$ cat src/rtl/fws_pkg.sv
package fws_pkg;

    localparam int ADDR_W = 21;
    localparam int DATA_W = 16;

    // Data line positions of the status bits
    localparam int POLL_BIT    = 7;
    localparam int TOGGLE_BIT  = 6;
    localparam int TIMEOUT_BIT = 5;
    localparam int SECTOR_BIT  = 2;

    // Read and write cycle timing, 200 MHz clock
    localparam int CLK_PERIOD_PS  = 5000;
    localparam int READ_ACCESS_NS = 120;
    localparam int READ_CYCLES    = (READ_ACCESS_NS * 1000 + CLK_PERIOD_PS - 1) / CLK_PERIOD_PS;
    localparam int GAP_NS         = 20;
    localparam int GAP_CYCLES     = (GAP_NS * 1000 + CLK_PERIOD_PS - 1) / CLK_PERIOD_PS;
    localparam int WRITE_NS       = 50;
    localparam int WRITE_CYCLES   = (WRITE_NS * 1000 + CLK_PERIOD_PS - 1) / CLK_PERIOD_PS;
    localparam int CNT_W          = 8;

    // Reset command written to the device on failure
    localparam logic [DATA_W-1:0] RESET_CMD = 16'h00F0;

    typedef enum logic [1:0] {
        FWS_MODE_POLL   = 2'h0,
        FWS_MODE_TOGGLE = 2'h1
    } fws_mode_type;

    typedef enum logic [1:0] {
        FWS_RES_NONE = 2'h0,
        FWS_RES_DONE = 2'h1,
        FWS_RES_FAIL = 2'h2
    } fws_result_type;

    typedef struct packed {
        logic                  ce_n;
        logic                  oe_n;
        logic                  we_n;
        logic [ADDR_W-1:0]     addr;
        logic [DATA_W-1:0]     dout;
        logic                  dout_en_n;
    } fws_bus_type;

endpackage

$ cat src/rtl/fws_host.sv
// Rules this block works with
// Poll bit may turn to true data before other lines; final read needs all lines.
// After seeing timeout flag at 1, read the poll bit once more.
// Poll at the valid poll address given by the user.
// Device ready/busy is open drain; host only samples it.
// Ready/busy low while programming or erasing, high otherwise.
// Ready/busy valid from last command write rising edge.
// Toggle bit readable at any address after last command write.
// Toggle bit inverts on each read during an operation.
// Toggle bit stops in erase suspend, toggles in suspend program.
// All-protected erase toggles about 1.8us, then array reads.
// Protected program toggles about 250ns, then array reads.
// Partly protected erase skips protected sectors.
// Sector toggle bit inverts on reads inside erasing sectors.
// Host combines toggle and sector toggle bits, or uses poll bit.
// Toggle check begins with two full reads; equal toggle means done.
// Still toggling with timeout flag high: recheck, then fail and reset.
// Leaving monitoring means restarting from the first double read.
// Timeout flag 1 means pulse-count limit exceeded.
// Program of 0 to 1 halts; timeout flag follows.
// After a failure, write the reset command.
// Programming shows inverted bit on poll bit until done.
// Erase shows 0 on poll bit, 1 once done or suspended.
// Toggle bits advance once per completed read cycle.
`timescale 1ns/1ps
module fws_host (
    input  wire logic                          clock,
    input  wire logic                          srst,
    input  wire logic                          start,
    input  wire fws_pkg::fws_mode_type         mode,
    input  wire logic                          is_erase,
    input  wire logic [fws_pkg::ADDR_W-1:0]    poll_addr,
    input  wire logic                          expect_bit,
    input  wire logic                          abandon,
    output logic                               busy,
    output fws_pkg::fws_result_type            result,
    output logic                               result_valid,
    output logic [fws_pkg::DATA_W-1:0]         final_data,
    output logic                               sector_toggling,
    output logic                               dev_ready,
    output fws_pkg::fws_bus_type               bus,
    input  wire logic [fws_pkg::DATA_W-1:0]    data_in,
    input  wire logic                          ready_busy_out
);

    typedef enum logic [6:0] {
        FWS_IDLE  = 7'h01,
        FWS_READ  = 7'h02,
        FWS_GAP   = 7'h04,
        FWS_EVAL  = 7'h08,
        FWS_WRITE = 7'h10,
        FWS_WREC  = 7'h20,
        FWS_DONE  = 7'h40
    } fws_state_type;

    fws_state_type              state;
    fws_state_type              next_state;
    logic [fws_pkg::CNT_W-1:0]  cnt;
    logic [fws_pkg::DATA_W-1:0] sample;
    logic [fws_pkg::DATA_W-1:0] prev;
    logic [1:0]                 nreads;
    logic                       recheck;
    logic                       fail_pend;
    fws_pkg::fws_mode_type      mode_q;
    logic                       erase_q;
    logic                       expect_q;
    logic [fws_pkg::ADDR_W-1:0] addr_q;

    function automatic logic toggled(input logic [fws_pkg::DATA_W-1:0] a, input logic [fws_pkg::DATA_W-1:0] b);
        toggled = a[fws_pkg::TOGGLE_BIT] ^ b[fws_pkg::TOGGLE_BIT];
    endfunction

    ////////////////////////////////////////////////////////////////////////
    wire cnt_done   = (cnt == '0);
    wire tgl        = toggled(sample, prev);
    wire to_flag    = sample[fws_pkg::TIMEOUT_BIT];
    // Erase polls for 1, program for the written bit
    wire poll_want  = erase_q ? 1'b1 : expect_q;
    wire poll_match = (sample[fws_pkg::POLL_BIT] == poll_want);
    wire is_toggle  = (mode_q == fws_pkg::FWS_MODE_TOGGLE);

    // Evaluate one completed read; decision codes: 0 read again, 1 done, 2 fail
    logic [1:0] decision;
    always_comb begin
        decision = 2'd0;
        if (is_toggle) begin
            if (nreads < 2'd2) begin
                decision = 2'd0;
            end else if (!tgl) begin
                decision = 2'd1;
            end else if (recheck) begin
                decision = 2'd2;
            end
        end else begin
            // Poll bit alone may settle early; a further full read follows
            if (poll_match && !recheck) begin
                decision = 2'd0;
            end else if (poll_match) begin
                decision = 2'd1;
            end else if (to_flag && recheck) begin
                decision = 2'd2;
            end
        end
    end

    always_comb begin
        next_state = state;
        case (state)
            FWS_IDLE:  if (start) next_state = FWS_READ;
            FWS_READ:  if (cnt_done) next_state = FWS_GAP;
            FWS_GAP:   if (cnt_done) next_state = FWS_EVAL;
            FWS_EVAL: begin
                if (abandon) next_state = FWS_IDLE;
                else if (decision == 2'd1) next_state = FWS_DONE;
                else if (decision == 2'd2) next_state = FWS_WRITE;
                else next_state = FWS_READ;
            end
            FWS_WRITE: if (cnt_done) next_state = FWS_WREC;
            FWS_WREC:  if (cnt_done) next_state = FWS_DONE;
            FWS_DONE:  next_state = FWS_IDLE;
            default:   next_state = FWS_IDLE;
        endcase
    end

    wire [fws_pkg::CNT_W-1:0] read_cnt  = fws_pkg::CNT_W'(fws_pkg::READ_CYCLES - 1);
    wire [fws_pkg::CNT_W-1:0] gap_cnt   = fws_pkg::CNT_W'(fws_pkg::GAP_CYCLES - 1);
    wire [fws_pkg::CNT_W-1:0] write_cnt = fws_pkg::CNT_W'(fws_pkg::WRITE_CYCLES - 1);

    ////////////////////////////////////////////////////////////////////////
    always_ff @(posedge clock) begin
        if (srst) begin
            state <= FWS_IDLE;
            cnt   <= '0;
        end else begin
            state <= next_state;
            if (next_state != state || state == FWS_EVAL) begin
                case (next_state)
                    FWS_READ:  cnt <= read_cnt;
                    FWS_GAP:   cnt <= gap_cnt;
                    FWS_WRITE: cnt <= write_cnt;
                    FWS_WREC:  cnt <= gap_cnt;
                    default:   cnt <= '0;
                endcase
            end else if (!cnt_done) begin
                cnt <= cnt - 1'b1;
            end
        end
    end

    always_ff @(posedge clock) begin
        if (srst) begin
            mode_q   <= fws_pkg::FWS_MODE_POLL;
            erase_q  <= 1'b0;
            expect_q <= 1'b0;
            addr_q   <= '0;
        end else if (state == FWS_IDLE && start) begin
            mode_q   <= mode;
            erase_q  <= is_erase;
            expect_q <= expect_bit;
            addr_q   <= poll_addr;
        end
    end

    // Sample at end of access; each read ends with chip/output enable release
    always_ff @(posedge clock) begin
        if (srst) begin
            sample <= '0;
            prev   <= '0;
            nreads <= 2'd0;
        end else if (state == FWS_IDLE || (state == FWS_EVAL && abandon)) begin
            // Cleared on the way out so a restart never reuses an old read
            nreads <= 2'd0;
        end else if (state == FWS_READ && cnt_done) begin
            prev   <= sample;
            sample <= data_in;
            if (nreads != 2'd2) nreads <= nreads + 2'd1;
        end
    end

    // Timeout seen with no settle, or poll bit matched in poll mode: one more read decides
    always_ff @(posedge clock) begin
        if (srst) begin
            recheck <= 1'b0;
        end else if (state == FWS_IDLE) begin
            recheck <= 1'b0;
        end else if (state == FWS_EVAL) begin
            if (is_toggle) recheck <= (nreads == 2'd2) && tgl && to_flag;
            else recheck <= poll_match || to_flag;
        end
    end

    always_ff @(posedge clock) begin
        if (srst) begin
            fail_pend       <= 1'b0;
            result          <= fws_pkg::FWS_RES_NONE;
            result_valid    <= 1'b0;
            final_data      <= '0;
            sector_toggling <= 1'b0;
            dev_ready       <= 1'b0;
        end else begin
            dev_ready    <= ready_busy_out;
            result_valid <= (state == FWS_DONE);
            if (state == FWS_IDLE && start) fail_pend <= 1'b0;
            if (state == FWS_EVAL && decision == 2'd2) fail_pend <= 1'b1;
            if (state == FWS_EVAL && nreads == 2'd2) begin
                sector_toggling <= sample[fws_pkg::SECTOR_BIT] ^ prev[fws_pkg::SECTOR_BIT];
            end
            if (state == FWS_DONE) begin
                result     <= fail_pend ? fws_pkg::FWS_RES_FAIL : fws_pkg::FWS_RES_DONE;
                final_data <= sample;
            end
        end
    end

    ////////////////////////////////////////////////////////////////////////
    // Bus drive: data lines driven only for the reset command write
    always_ff @(posedge clock) begin
        if (srst) begin
            bus <= '{ce_n: 1'b1, oe_n: 1'b1, we_n: 1'b1, addr: '0, dout: '0, dout_en_n: 1'b1};
        end else begin
            // Chip enable held through recovery so the write latches on write enable rise
            bus.ce_n      <= !(next_state == FWS_READ || next_state == FWS_WRITE || next_state == FWS_WREC);
            bus.oe_n      <= !(next_state == FWS_READ);
            bus.we_n      <= !(next_state == FWS_WRITE);
            bus.addr      <= addr_q;
            bus.dout      <= fws_pkg::RESET_CMD;
            bus.dout_en_n <= !(next_state == FWS_WRITE || next_state == FWS_WREC);
        end
    end

    assign busy = (state != FWS_IDLE);
endmodule

$ cat config.mk
export PLATFORM = sky130hd
export DESIGN_NAME = fws_host
export DESIGN_NICKNAME = d
export VERILOG_FILES = /design/src/rtl/fws_pkg.sv /design/src/rtl/fws_host.sv
export SDC_FILE = /design/constraint.sdc
export NUM_CORES = 1
export LEC_CHECK = 0
export BUFFER_PORTS_ARGS = -buffer_cell sky130_fd_sc_hd__buf_2
export CAP_MARGIN = 40
export CORE_ASPECT_RATIO = 0.75
export CORE_UTILIZATION = 35
export CTS_BUF_LIST = sky130_fd_sc_hd__clkbuf_16
export CTS_CLUSTER_DIAMETER = 80
export CTS_CLUSTER_SIZE = 25
export DETAILED_ROUTE_END_ITERATION = 10
export GPL_ROUTABILITY_DRIVEN = 0
export HOLD_SLACK_MARGIN = 0.06
export PLACE_DENSITY = 0.62
export RECOVER_POWER = 100
export SYNTH_ARGS = -nofsm -noshare
export SYNTH_HDL_FRONTEND = slang
export SYNTH_SLANG_ARGS = --single-unit
$ cat constraint.sdc
create_clock -name clock -period 2.5 [get_ports clock]
set_input_delay 0.375 -clock clock [delete_from_list [all_inputs] [get_ports clock]]
set_output_delay 0.375 -clock clock [all_outputs]
set_load 0.05 [all_outputs]
## After elaboration in Yosys (flattened, before gate mapping)

Index checks and enable logic that the tools add are counted.

| storage, ports and cells | value |
|---|---|
| bits in latches | 0 |
| output and inout port bits | 63 |
| bits in writable memories | 0 |
| flip-flop bits (word level) | 129 |
| bits in read-only memories | 0 |
| logic and storage cells | 100 |
| input bits | 46 |
| memories | 0 |

| cells by class | value |
|---|---|
| reductions and logical operators | 27 |
| div/mod/pow operators | 0 |
| add/sub/neg operators | 2 |
| bitwise logic cells | 3 |
| muxes and demuxes | 25 |
| equal/unequal tests | 20 |
| shift-type cells | 0 |
| multiply operators | 0 |
| order comparisons | 1 |

Operators by type and width:

| operator | number |
|---|---|
| 7-bit two-way mux | 7 |
| 7-bit case mux with 6 select lines | 1 |
| 2-bit two-way mux | 8 |
| 8-bit two-way mux | 2 |
| 5-bit case mux with 3 select lines | 1 |
| 7-bit by 2-bit == test with 1-bit output, second input constant | 2 |
| 7-bit by 3-bit == test with 1-bit output, second input constant | 2 |
| 7-bit by 5-bit == test with 1-bit output, second input constant | 2 |
| 7-bit by 6-bit == test with 1-bit output, second input constant | 2 |
| 1-bit logical AND | 9 |
| 9-bit two-way mux | 1 |
| 8-bit zero test | 1 |
| 8-bit by 1-bit subtractor with 8-bit output, second input constant | 1 |
| 7-bit by 1-bit == test with 1-bit output, second input constant | 1 |
| 7-bit by 4-bit == test with 1-bit output, second input constant | 1 |
| 7-bit == test, second input constant | 1 |
| 7-bit by 1-bit != test with 1-bit output, second input constant | 1 |
| 7-bit != test | 1 |
| 1-bit logical OR | 6 |
| 2-bit OR reduction | 3 |
| 1-bit zero test | 5 |
| 5-bit two-way mux | 1 |
| 2-bit by 1-bit == test with 1-bit output, second input constant | 2 |
| 2-bit == test, second input constant | 2 |
| 10 further kinds | 15 |

## Depth between registers and ports, before layout

Gate-level depths: netlist (run 1).

| depth | value |
|---|---|
| depth in word-level cells | 14 |
| mapped depth | 12 |
| depth with buffers taken out | 11 |

## Worst setup path before layout (run 1)

Ideal clock, no wire load.

| timing path | value |
|---|---|
| kind | reg-to-reg |
| start | reg expect_q |
| end | reg bus[40] (netlist name) |
| library setup time | 115 ps |
| clock period less this slack | 2443 ps |
| buffers on the path | 0 |
| data arrival time | 2328 ps |
| cell stages (with the launch flop) | 11 |
| path slack | 57 ps |
| cell sequence | dfxtp_1 > nor2_1 > xor2_1 > o21ai_0 > and2_1 > ha_1 > and3_1 > a211oi_2 > or4b_1 > a21o_1 > and2_1 |

| on the way | value |
|---|---|
| cells in the longest elaborated chain, start to end | 14 |
| elaborated cells between the ends (all ways) | 18 |

Ends and longest elaborated chain:

| what | RTL line | source |
|---|---|---|
| start: declaration | fws_host.sv:66 | `logic expect_q;` |
| start signal: assignment | fws_host.sv:159 | `expect_q <= expect_bit;` |
| 1-bit two-way mux (*) | fws_host.sv:78 | `wire poll_want = erase_q ? 1'b1 : expect_q;` |
| 1-bit == test (*) | fws_host.sv:79 | `wire poll_match = (sample[fws_pkg::POLL_BIT] == poll_want);` |
| 2-bit two-way mux or 1-bit logical AND (tied branches) | fws_host.sv:98, fws_host.sv:96 |  |
| 2-bit two-way mux (*) | fws_host.sv:96 | `if (poll_match && !recheck) begin` |
| 2-bit two-way mux (*) | fws_host.sv:86 | `if (is_toggle) begin` |
| 2-bit == test | fws_host.sv:115 | `else if (decision == 2'd2) next_state = FWS_WRITE;` |
| 5-bit two-way mux | fws_host.sv:115 |  |
| 7-bit two-way mux (*) | fws_host.sv:114 | `else if (decision == 2'd1) next_state = FWS_DONE;` |
| 7-bit two-way mux (*) | fws_host.sv:113 | `if (abandon) next_state = FWS_IDLE;` |
| 7-bit case mux with 6 select lines (*) | fws_host.sv:108 | `case (state)` |
| 7-bit by 2-bit == test with 1-bit output or 7-bit by 5-bit == test with 1-bit output (tied branches) | fws_host.sv:222 | `bus.ce_n <= !(next_state == FWS_READ \|\| next_state == FWS_WRITE \|\| next_state == FWS_WREC);` |
| 1-bit logical OR | fws_host.sv:222 |  |
| 1-bit logical OR (*) | fws_host.sv:222 |  |
| 1-bit zero test (*) | fws_host.sv:222 |  |
| end signal: assignment | fws_host.sv:219 | `bus <= '{ce_n: 1'b1, oe_n: 1'b1, we_n: 1'b1, addr: '0, dout: '0, dout_en_n: 1'b1};` |
| end: declaration | fws_host.sv:41 | `output fws_pkg::fws_bus_type bus,` |

Every way passes the cells marked *; elsewhere a longest branch is shown, timed or not.
A chain may end at the register's enable or synchronous reset.

## Final worst setup path (run 1)

| timing path | value |
|---|---|
| start | reg state[3] |
| end | reg cnt[1] (netlist name) |

| on the way | value |
|---|---|
| cells in the longest elaborated chain, start to end | 6 |
| elaborated cells between the ends (all ways) | 22 |

Ends and longest elaborated chain:

| what | RTL line | source |
|---|---|---|
| start: declaration | fws_host.sv:56 | `fws_state_type state;` |
| start signal: assignment | fws_host.sv:135 | `state <= next_state;` |
| 7-bit by 6-bit == test with 1-bit output, or another cell as far along | fws_host.sv:108 |  |
| 7-bit case mux with 6 select lines | fws_host.sv:108 |  |
| 7-bit by 6-bit == test with 1-bit output or 7-bit by 3-bit == test with 1-bit output (tied branches) | fws_host.sv:137 | `case (next_state)` |
| 2-bit OR reduction (no line) | - |  |
| 5-bit case mux with 3 select lines | fws_host.sv:137 |  |
| 8-bit two-way mux | fws_host.sv:136 | `if (next_state != state \|\| state == FWS_EVAL) begin` |
| end signal: assignment | fws_host.sv:138 | `FWS_READ: cnt <= read_cnt;` |
| end signal: assignment | fws_host.sv:139 | `FWS_GAP: cnt <= gap_cnt;` |
| end signal: assignment | fws_host.sv:140 | `FWS_WRITE: cnt <= write_cnt;` |
| end: declaration | fws_host.sv:58 | `logic [fws_pkg::CNT_W-1:0] cnt;` |

Several ways; a longest one is shown, not always the timed one.

==> impl_metrics.json, run 1 <==
{
  "status": "completed",
  "routed_via_density": 4.758,
  "synth-simple-area-share_pct": 26.04,
  "cts_buffers": 9,
  "fin_util_pct": 45.11,
  "wire_per_inst_um": 13.37,
  "coreArea_um2": 11870,
  "whs_path_depth": 2,
  "synth_fa_ha_area_share_pct": 1.143,
  "io_buffer_count": 96,
  "fill_cells": 1200,
  "ios": 109,
  "power_density_nw_per_um2": 808.7,
  "placed_cells": 760,
  "worst_pin_slew_ns": 1.262,
  "ir_drop_mv": 0.3964,
  "syn-cell-area_um2": 4378,
  "cts_htree_levels": 3,
  "cp.required_ns": 2.78,
  "diodes": 0,
  "slew_violations": 0,
  "cp-start-kind": "flip-flop",
  "seq_area_frac_synth_pct": 49.84,
  "grt_pass1_wl_um": 16680,
  "synth.area.top_cells": "dfxtp_1, nand2_1, a21oi_1, nor2b_1, buf_4",
  "yosysWarningCount": 0,
  "antenna_found_initial": 0,
  "place_area_um2": 5025,
  "total_leakage_power_nw": 2.056,
  "synthMuxAreaShare_pct": 1.143,
  "cts_tree": "done",
  "grt_start_max_net_pins": 59,
  "initial_utilization_pct": 36.89,
  "dieArea_um2": 12960,
  "multi_input_area_um2": 2032,
  "clk_latency_ns": 0.35,
  "final_cell_mix": "nand2_1, dfxtp_1, a21oi_1",
  "crit_path_end_kind": "flip-flop",
  "cts.sinks": 109,
  "ys_ff_latch": 109,
  "final_area_um2": 5354,
  "avgSynthCellArea_um2": 8.517,
  "hold_class": "input port to flip-flop",
  "area_growth_pct": 22.29,
  "clkTransAtPathRegs_ns": 0.07,
  "vias": 3697,
  "ys.flop_type": "dfxtp_1",
  "grt_pass1_vias": 3361,
  "crit_type": "flip-flop to flip-flop",
  "overflow": 0,
  "netlist_instances": 514,
  "final-hold-violation-count": 0,
  "async_flop_share_pct": 0,
  "grt_util_all_layers_pct": 16.20,
  "nets": 660,
  "finalClockSkew_ns": 0.006804,
  "synth_top_family_by_area": "simple AND/OR/NAND/NOR gates",
  "cp-endpoint": "cnt[1]",
  "ff2ff_path_depth": 7,
  "cts_buffer_depth": 2,
  "relSlewSlack_pct": 15.89,
  "timing.rr.start": "state[3]",
  "drcViolationCount": 0,
  "die_x_um": 131.1,
  "startpoint": "state[3]",
  "synth_top_area_share_pct": 49.84,
  "synth_edf_count": 0,
  "yosysTopAreaCell": "dfxtp_1",
  "num_rows": 34,
  "synth_xor_area_share_pct": 2.201,
  "period_share_pct": 98.09,
  "ant_nets": 0,
  "place_hpwl_um": 7147,
  "routed_wl_um": 10390,
  "die_h_um": 98.86,
  "drt_iter0_markers": 143,
  "synth_cell_types": 59,
  "cts_root_buf": "clkbuf_16",
  "r2r_slack_ns": 0.05,
  "drv_cap": 0,
  "r2r_end": "cnt[1]",
  "timing.hold.ws_ns": 0.2344,
  "arrival_ns": 2.73,
  "final_cells": 777,
  "min_period_ns": 2.452,
  "dr.pass1.iters": 4,
  "cp_max_fo": 11,
  "ff_latch_area_um2": 2188,
  "final_common_cell": "nand2_1",
  "synth_compound_gate_area_share_pct": 13.09,
  "drive_above_1_share_pct": 18.86,
  "finalSetupViolCount": 0,
  "max_freq_mhz": 407.8
}
[stage by stage]
| step | power, mW | TNS [ns] | worst slack, ns |
|---|---|---|---|
| finish | 4.330 | 0 | 0.04779 |
| global route | 4.556 | -0.07239 | -0.04962 |
| CTS | 4.349 | 0 | 0.008099 |
| detailed placement | 2.867 | -0.08870 | -0.06134 |
| global placement | 2.849 | -0.03552 | -0.02477 |
| floorplan | 2.606 | 0 | 0.05720 |
[where the power goes]
part           internal [mW]  switching [mW]
clock network          0.791           0.673
registers               1.83          0.0750
logic                  0.370           0.589
[kinds of logic after synthesis]
| logic type | after synthesis |
|---|---|
| AND/OR/NAND/NOR | 231 |
| flip-flops | 109 |
| AO/OA/AOI/OAI | 100 |
| buffers and inverters | 54 |
| XOR/XNOR | 11 |
| adder cells (fa/ha/maj) | 4 |
| multiplexers | 4 |
| other | 1 |
[Yosys cell counts (all sizes together) (3+ instances only)]
cell type,instances
a21oi,73
inv,8
xor2,6
or4b,4
or3,7
clkbuf,21
nor4b,3
nand3,5
nand2,135
o21ai,7
buf,25
and2,3
and3,5
xnor2,5
ha,4
dfxtp,109
nor2,22
nor3,9
nor2b,23
nor4,6
[worst min-delay path by stage]
| stage | endpoint | startpoint | slack (ns) |
|---|---|---|---|
| 4_1_cts | dev_ready | ready_busy_out | 0.22 |
| 3_3_place_gp | addr_q[15] | addr_q[15] | 0.43 |
| 5_1_grt | sample[13] | data_in[13] | 0.26 |
| 2_1_floorplan | addr_q[0] | addr_q[0] | 0.43 |
| 6_report | dev_ready | ready_busy_out | 0.23 |
| 3_5_place_dp | addr_q[13] | addr_q[13] | 0.44 |
[registers in the layout, summed over array words and instances, names as in the netlist, 7 cells and up]
register    count
bus            26
addr_q         21
final_data     16
sample         16
cnt             8
state           7
[routing by layer]
layer,global-route usage [%],share of wire [%],up-vias
met3,4.784,6.7,14
met2,24.10,43,127
met4,5.249,1.4,0
met1,22.37,49,1671
li1,-,-,1885
met5,0,0,-
[final cells by class]
type,instances,area share (%)
Clock buffer,9,4.207
Timing Repair Buffer,120,11.05
Clock inverter,7,1.566
Sequential cell,109,40.87
Multi-Input combinational cell,362,37.95
Tap cell,162,3.786
Inverter,8,0.5609
[worst max-delay path, cell delays in order (launching register included)]
cell      delay (ns)
dfxtp_1         0.58
nor4b_1         0.58
and3_4          0.31
a211oi_4        0.05
buf_4           0.15
o311ai_1        0.46
nand2_1         0.11
mux2i_1         0.14
[timing repair]
action                                  in CTS  in global routing
buffers inserted                             0                  1
hold buffers                                 0                  0
endpoints found under the setup margin       9                 11
resized for setup                            2                 19
pin swaps                                    1                  9
No activity file was read; power rests on OpenSTA's default activity.
==> inputs of run 2 (changes only) <==
ABC_AREA = 1   (was default)
==> run 2 against run 1 <==
The flow now finishes with violations (capacitance limit, slew limit). Setup slack improved by 0.18 ns. Final cell count up 4.1%. Clock skew is 0.0020 ns higher. Sequential cell count unchanged. Synthesized cell count up 8.2%. Die area decreased by 1.6%. First-iteration DRC count down 2.1%. Utilization shrank 1.9 points. Global-route usage fell by 0.33 points. Critical endpoint is now bus[40]. Largest power group unchanged.
==> impl_metrics.json, run 2 <==
{
  "num_rows": 34,
  "final_cell_mix": "nor2_1, dfxtp_1, o21ai_0",
  "ctsHoldBuffers": 0,
  "async_flop_share_pct": 0,
  "worst-path-buf-inv": 0,
  "grt_util_all_layers_pct": 15.87,
  "critical_path.cell_chain": "nor2_1 -> xnor2_1 -> nor2_1 -> a32oi_1 -> ha_1 -> nand4_1 -> nand2_2 -> nor2_2 -> nand4_1 -> nor2_1 -> o21ai_1 -> and2_1",
  "clk_latency_ns": 0.34,
  "violations": "capacitance limit, slew limit",
  "hold_class": "input port to flip-flop",
  "dieArea_um2": 12760,
  "die_x_um": 130.1,
  "tns_ns": 0,
  "top_register": "bus",
  "finalClockSkew_ns": 0.008820,
  "netlist_instances": 556,
  "ios": 109,
  "place_ws_ns": 0.2814,
  "max_freq_mhz": 440.2,
  "cp_slowest_cell": "dfxtp_1",
  "relSlewSlack_pct": -28.50,
  "cp_max_fo": 4,
  "largest_reg_flops": 26,
  "routed_via_density": 4.540,
  "io_buffer_count": 96,
  "yosysMostFrequentCell": "nor2_1",
  "drv_cap": 1,
  "worst_pin_slew_ns": 1.927,
  "setup_ws_ns": 0.2282,
  "synth_edf_count": 0,
  "crit_type": "flip-flop to flip-flop",
  "coreArea_um2": 11780,
  "synth.area.top_cells": "dfxtp_1, nor2_1, o21ai_0, inv_1, nand2_1",
  "grt_pass1_wl_um": 15840,
  "nets": 692,
  "routed_wl_um": 9611,
  "yosysWarningCount": 0,
  "total_leakage_power_nw": 2.220,
  "cts_buffers": 9,
  "fill_cells": 1241,
  "diodes": 0,
  "ff_latch_area_um2": 2182,
  "grt_start_max_net_pins": 50,
  "period_share_pct": 90.87,
  "ys.flop_type": "dfxtp_1",
  "vias": 3673,
  "placed_cells": 793,
  "grt_pass1_vias": 3478,
  "place_hpwl_um": 6792,
  "ir_drop_mv": 0.3523,
  "fin_util_pct": 43.20,
  "cts.sinks": 109,
  "crit_path_end_kind": "flip-flop",
  "final_common_cell": "nor2_1",
  "synth_top_area_share_pct": 50.67,
  "drcViolationCount": 0,
  "cts_buffer_depth": 2,
  "top_regs": "bus: 26 flops, addr_q: 21 flops",
  "die_h_um": 98.07,
  "drt_iter0_markers": 140,
  "cp.required_ns": 2.74,
  "finalSetupViolCount": 0,
  "min_period_ns": 2.272,
  "syn-cell-area_um2": 4307,
  "multi_input_area_um2": 1727,
  "cts_htree_levels": 3,
  "rsz0062_at_grt": "no",
  "area_growth_pct": 18.22,
  "antenna_found_initial": 0,
  "final_cells": 809,
  "avgSynthCellArea_um2": 7.746,
  "cts_root_buf": "clkbuf_16",
  "drive_above_1_share_pct": 14.06,
  "overflow": 0,
  "initial_utilization_pct": 36.55,
  "cts_tree": "done",
  "ys_ff_latch": 109,
  "ant_nets": 0,
  "cp-start-kind": "flip-flop",
  "slew_violations": 42,
  "wire_per_inst_um": 11.88,
  "dr.pass1.iters": 4,
  "yosysTopAreaCell": "dfxtp_1",
  "power_density_nw_per_um2": 816.9,
  "status": "finished, violations left",
  "synthTopCellsByCount": "nor2_1, dfxtp_1, o21ai_0",
  "clkTransAtPathRegs_ns": 0.07,
  "synth_cell_types": 39,
  "crit_path_max_incr_delay_ns": 0.31,
  "arrival_ns": 2.51,
  "final-hold-violation-count": 0,
  "seq_area_frac_synth_pct": 50.67,
  "path_delay_family": "simple AND/OR/NAND/NOR gates",
  "path_common_cell": "nor2_1"
}
==> run 2: tightest hold or removal path: stages <==
cell    delay (ns)
buf_2         0.10
inv_1         0.05
nor2_1        0.04
==> run 2: cell type report <==
type | instances | area share, %
clock buffers | 9 | 4.424
flip-flops and latches | 109 | 42.86
inverters | 62 | 4.571
multi-input cells | 358 | 33.92
well taps | 162 | 3.981
clock inverters | 7 | 1.401
repair buffers | 102 | 8.847
==> run 2: per-stage QoR <==
stage          area [um2]  hold WS [ns]  total power, mW
2_1_floorplan        4348        0.4101            2.610
3_3_place_gp         4881        0.4137            2.767
3_5_place_dp         4881        0.4174            2.781
4_1_cts              5177        0.2500            4.223
5_1_grt              5091        0.2523            4.374
6_report             5091        0.2630            4.159
==> run 2: power by group <==
group | internal, mW | leakage, nW | total (mW) | switching, mW
Sequential | 1.85 | 0.889 | 1.90 | 0.0520
Clock | 0.781 | 0.150 | 1.43 | 0.650
Combinational | 0.240 | 1.18 | 0.825 | 0.585
==> run 2: cells by family after synthesis <==
logic type      count (synthesis)  synth area share, %
buf+inv                       100                10.11
xor+xnor                        6                1.220
other cells                     1              0.08708
flops                         109                50.67
simple gates                  219                22.46
fa+ha+maj                       4                1.162
compound gates                117                14.29
==> run 2: final timing paths <==
kind,start,to,slack (ns),depth (start not counted)
max,expect_q,bus[40],0.23,12
min,ready_busy_out,dev_ready,0.26,3
max reg2reg,expect_q,bus[40],0.23,12
min reg2reg,addr_q[15],bus[32],0.43,2
==> run 2: what timing repair did <==
| item | in CTS | in global routing |
|---|---|---|
| hold endpoints to repair | 0 | 0 |
| resized for setup | 0 | 2 |
| setup buffers | 0 | 0 |
| endpoints found under the setup margin | 0 | 3 |
==> run 2: routing by layer <==
layer  wire [um]  global-route usage [%]  vias up
met4         105                   4.562        0
met5           0                       0        -
met3         538                   5.370        9
met2        4346                   25.98       82
li1            -                       -     1904
met1        4619                   19.65     1678
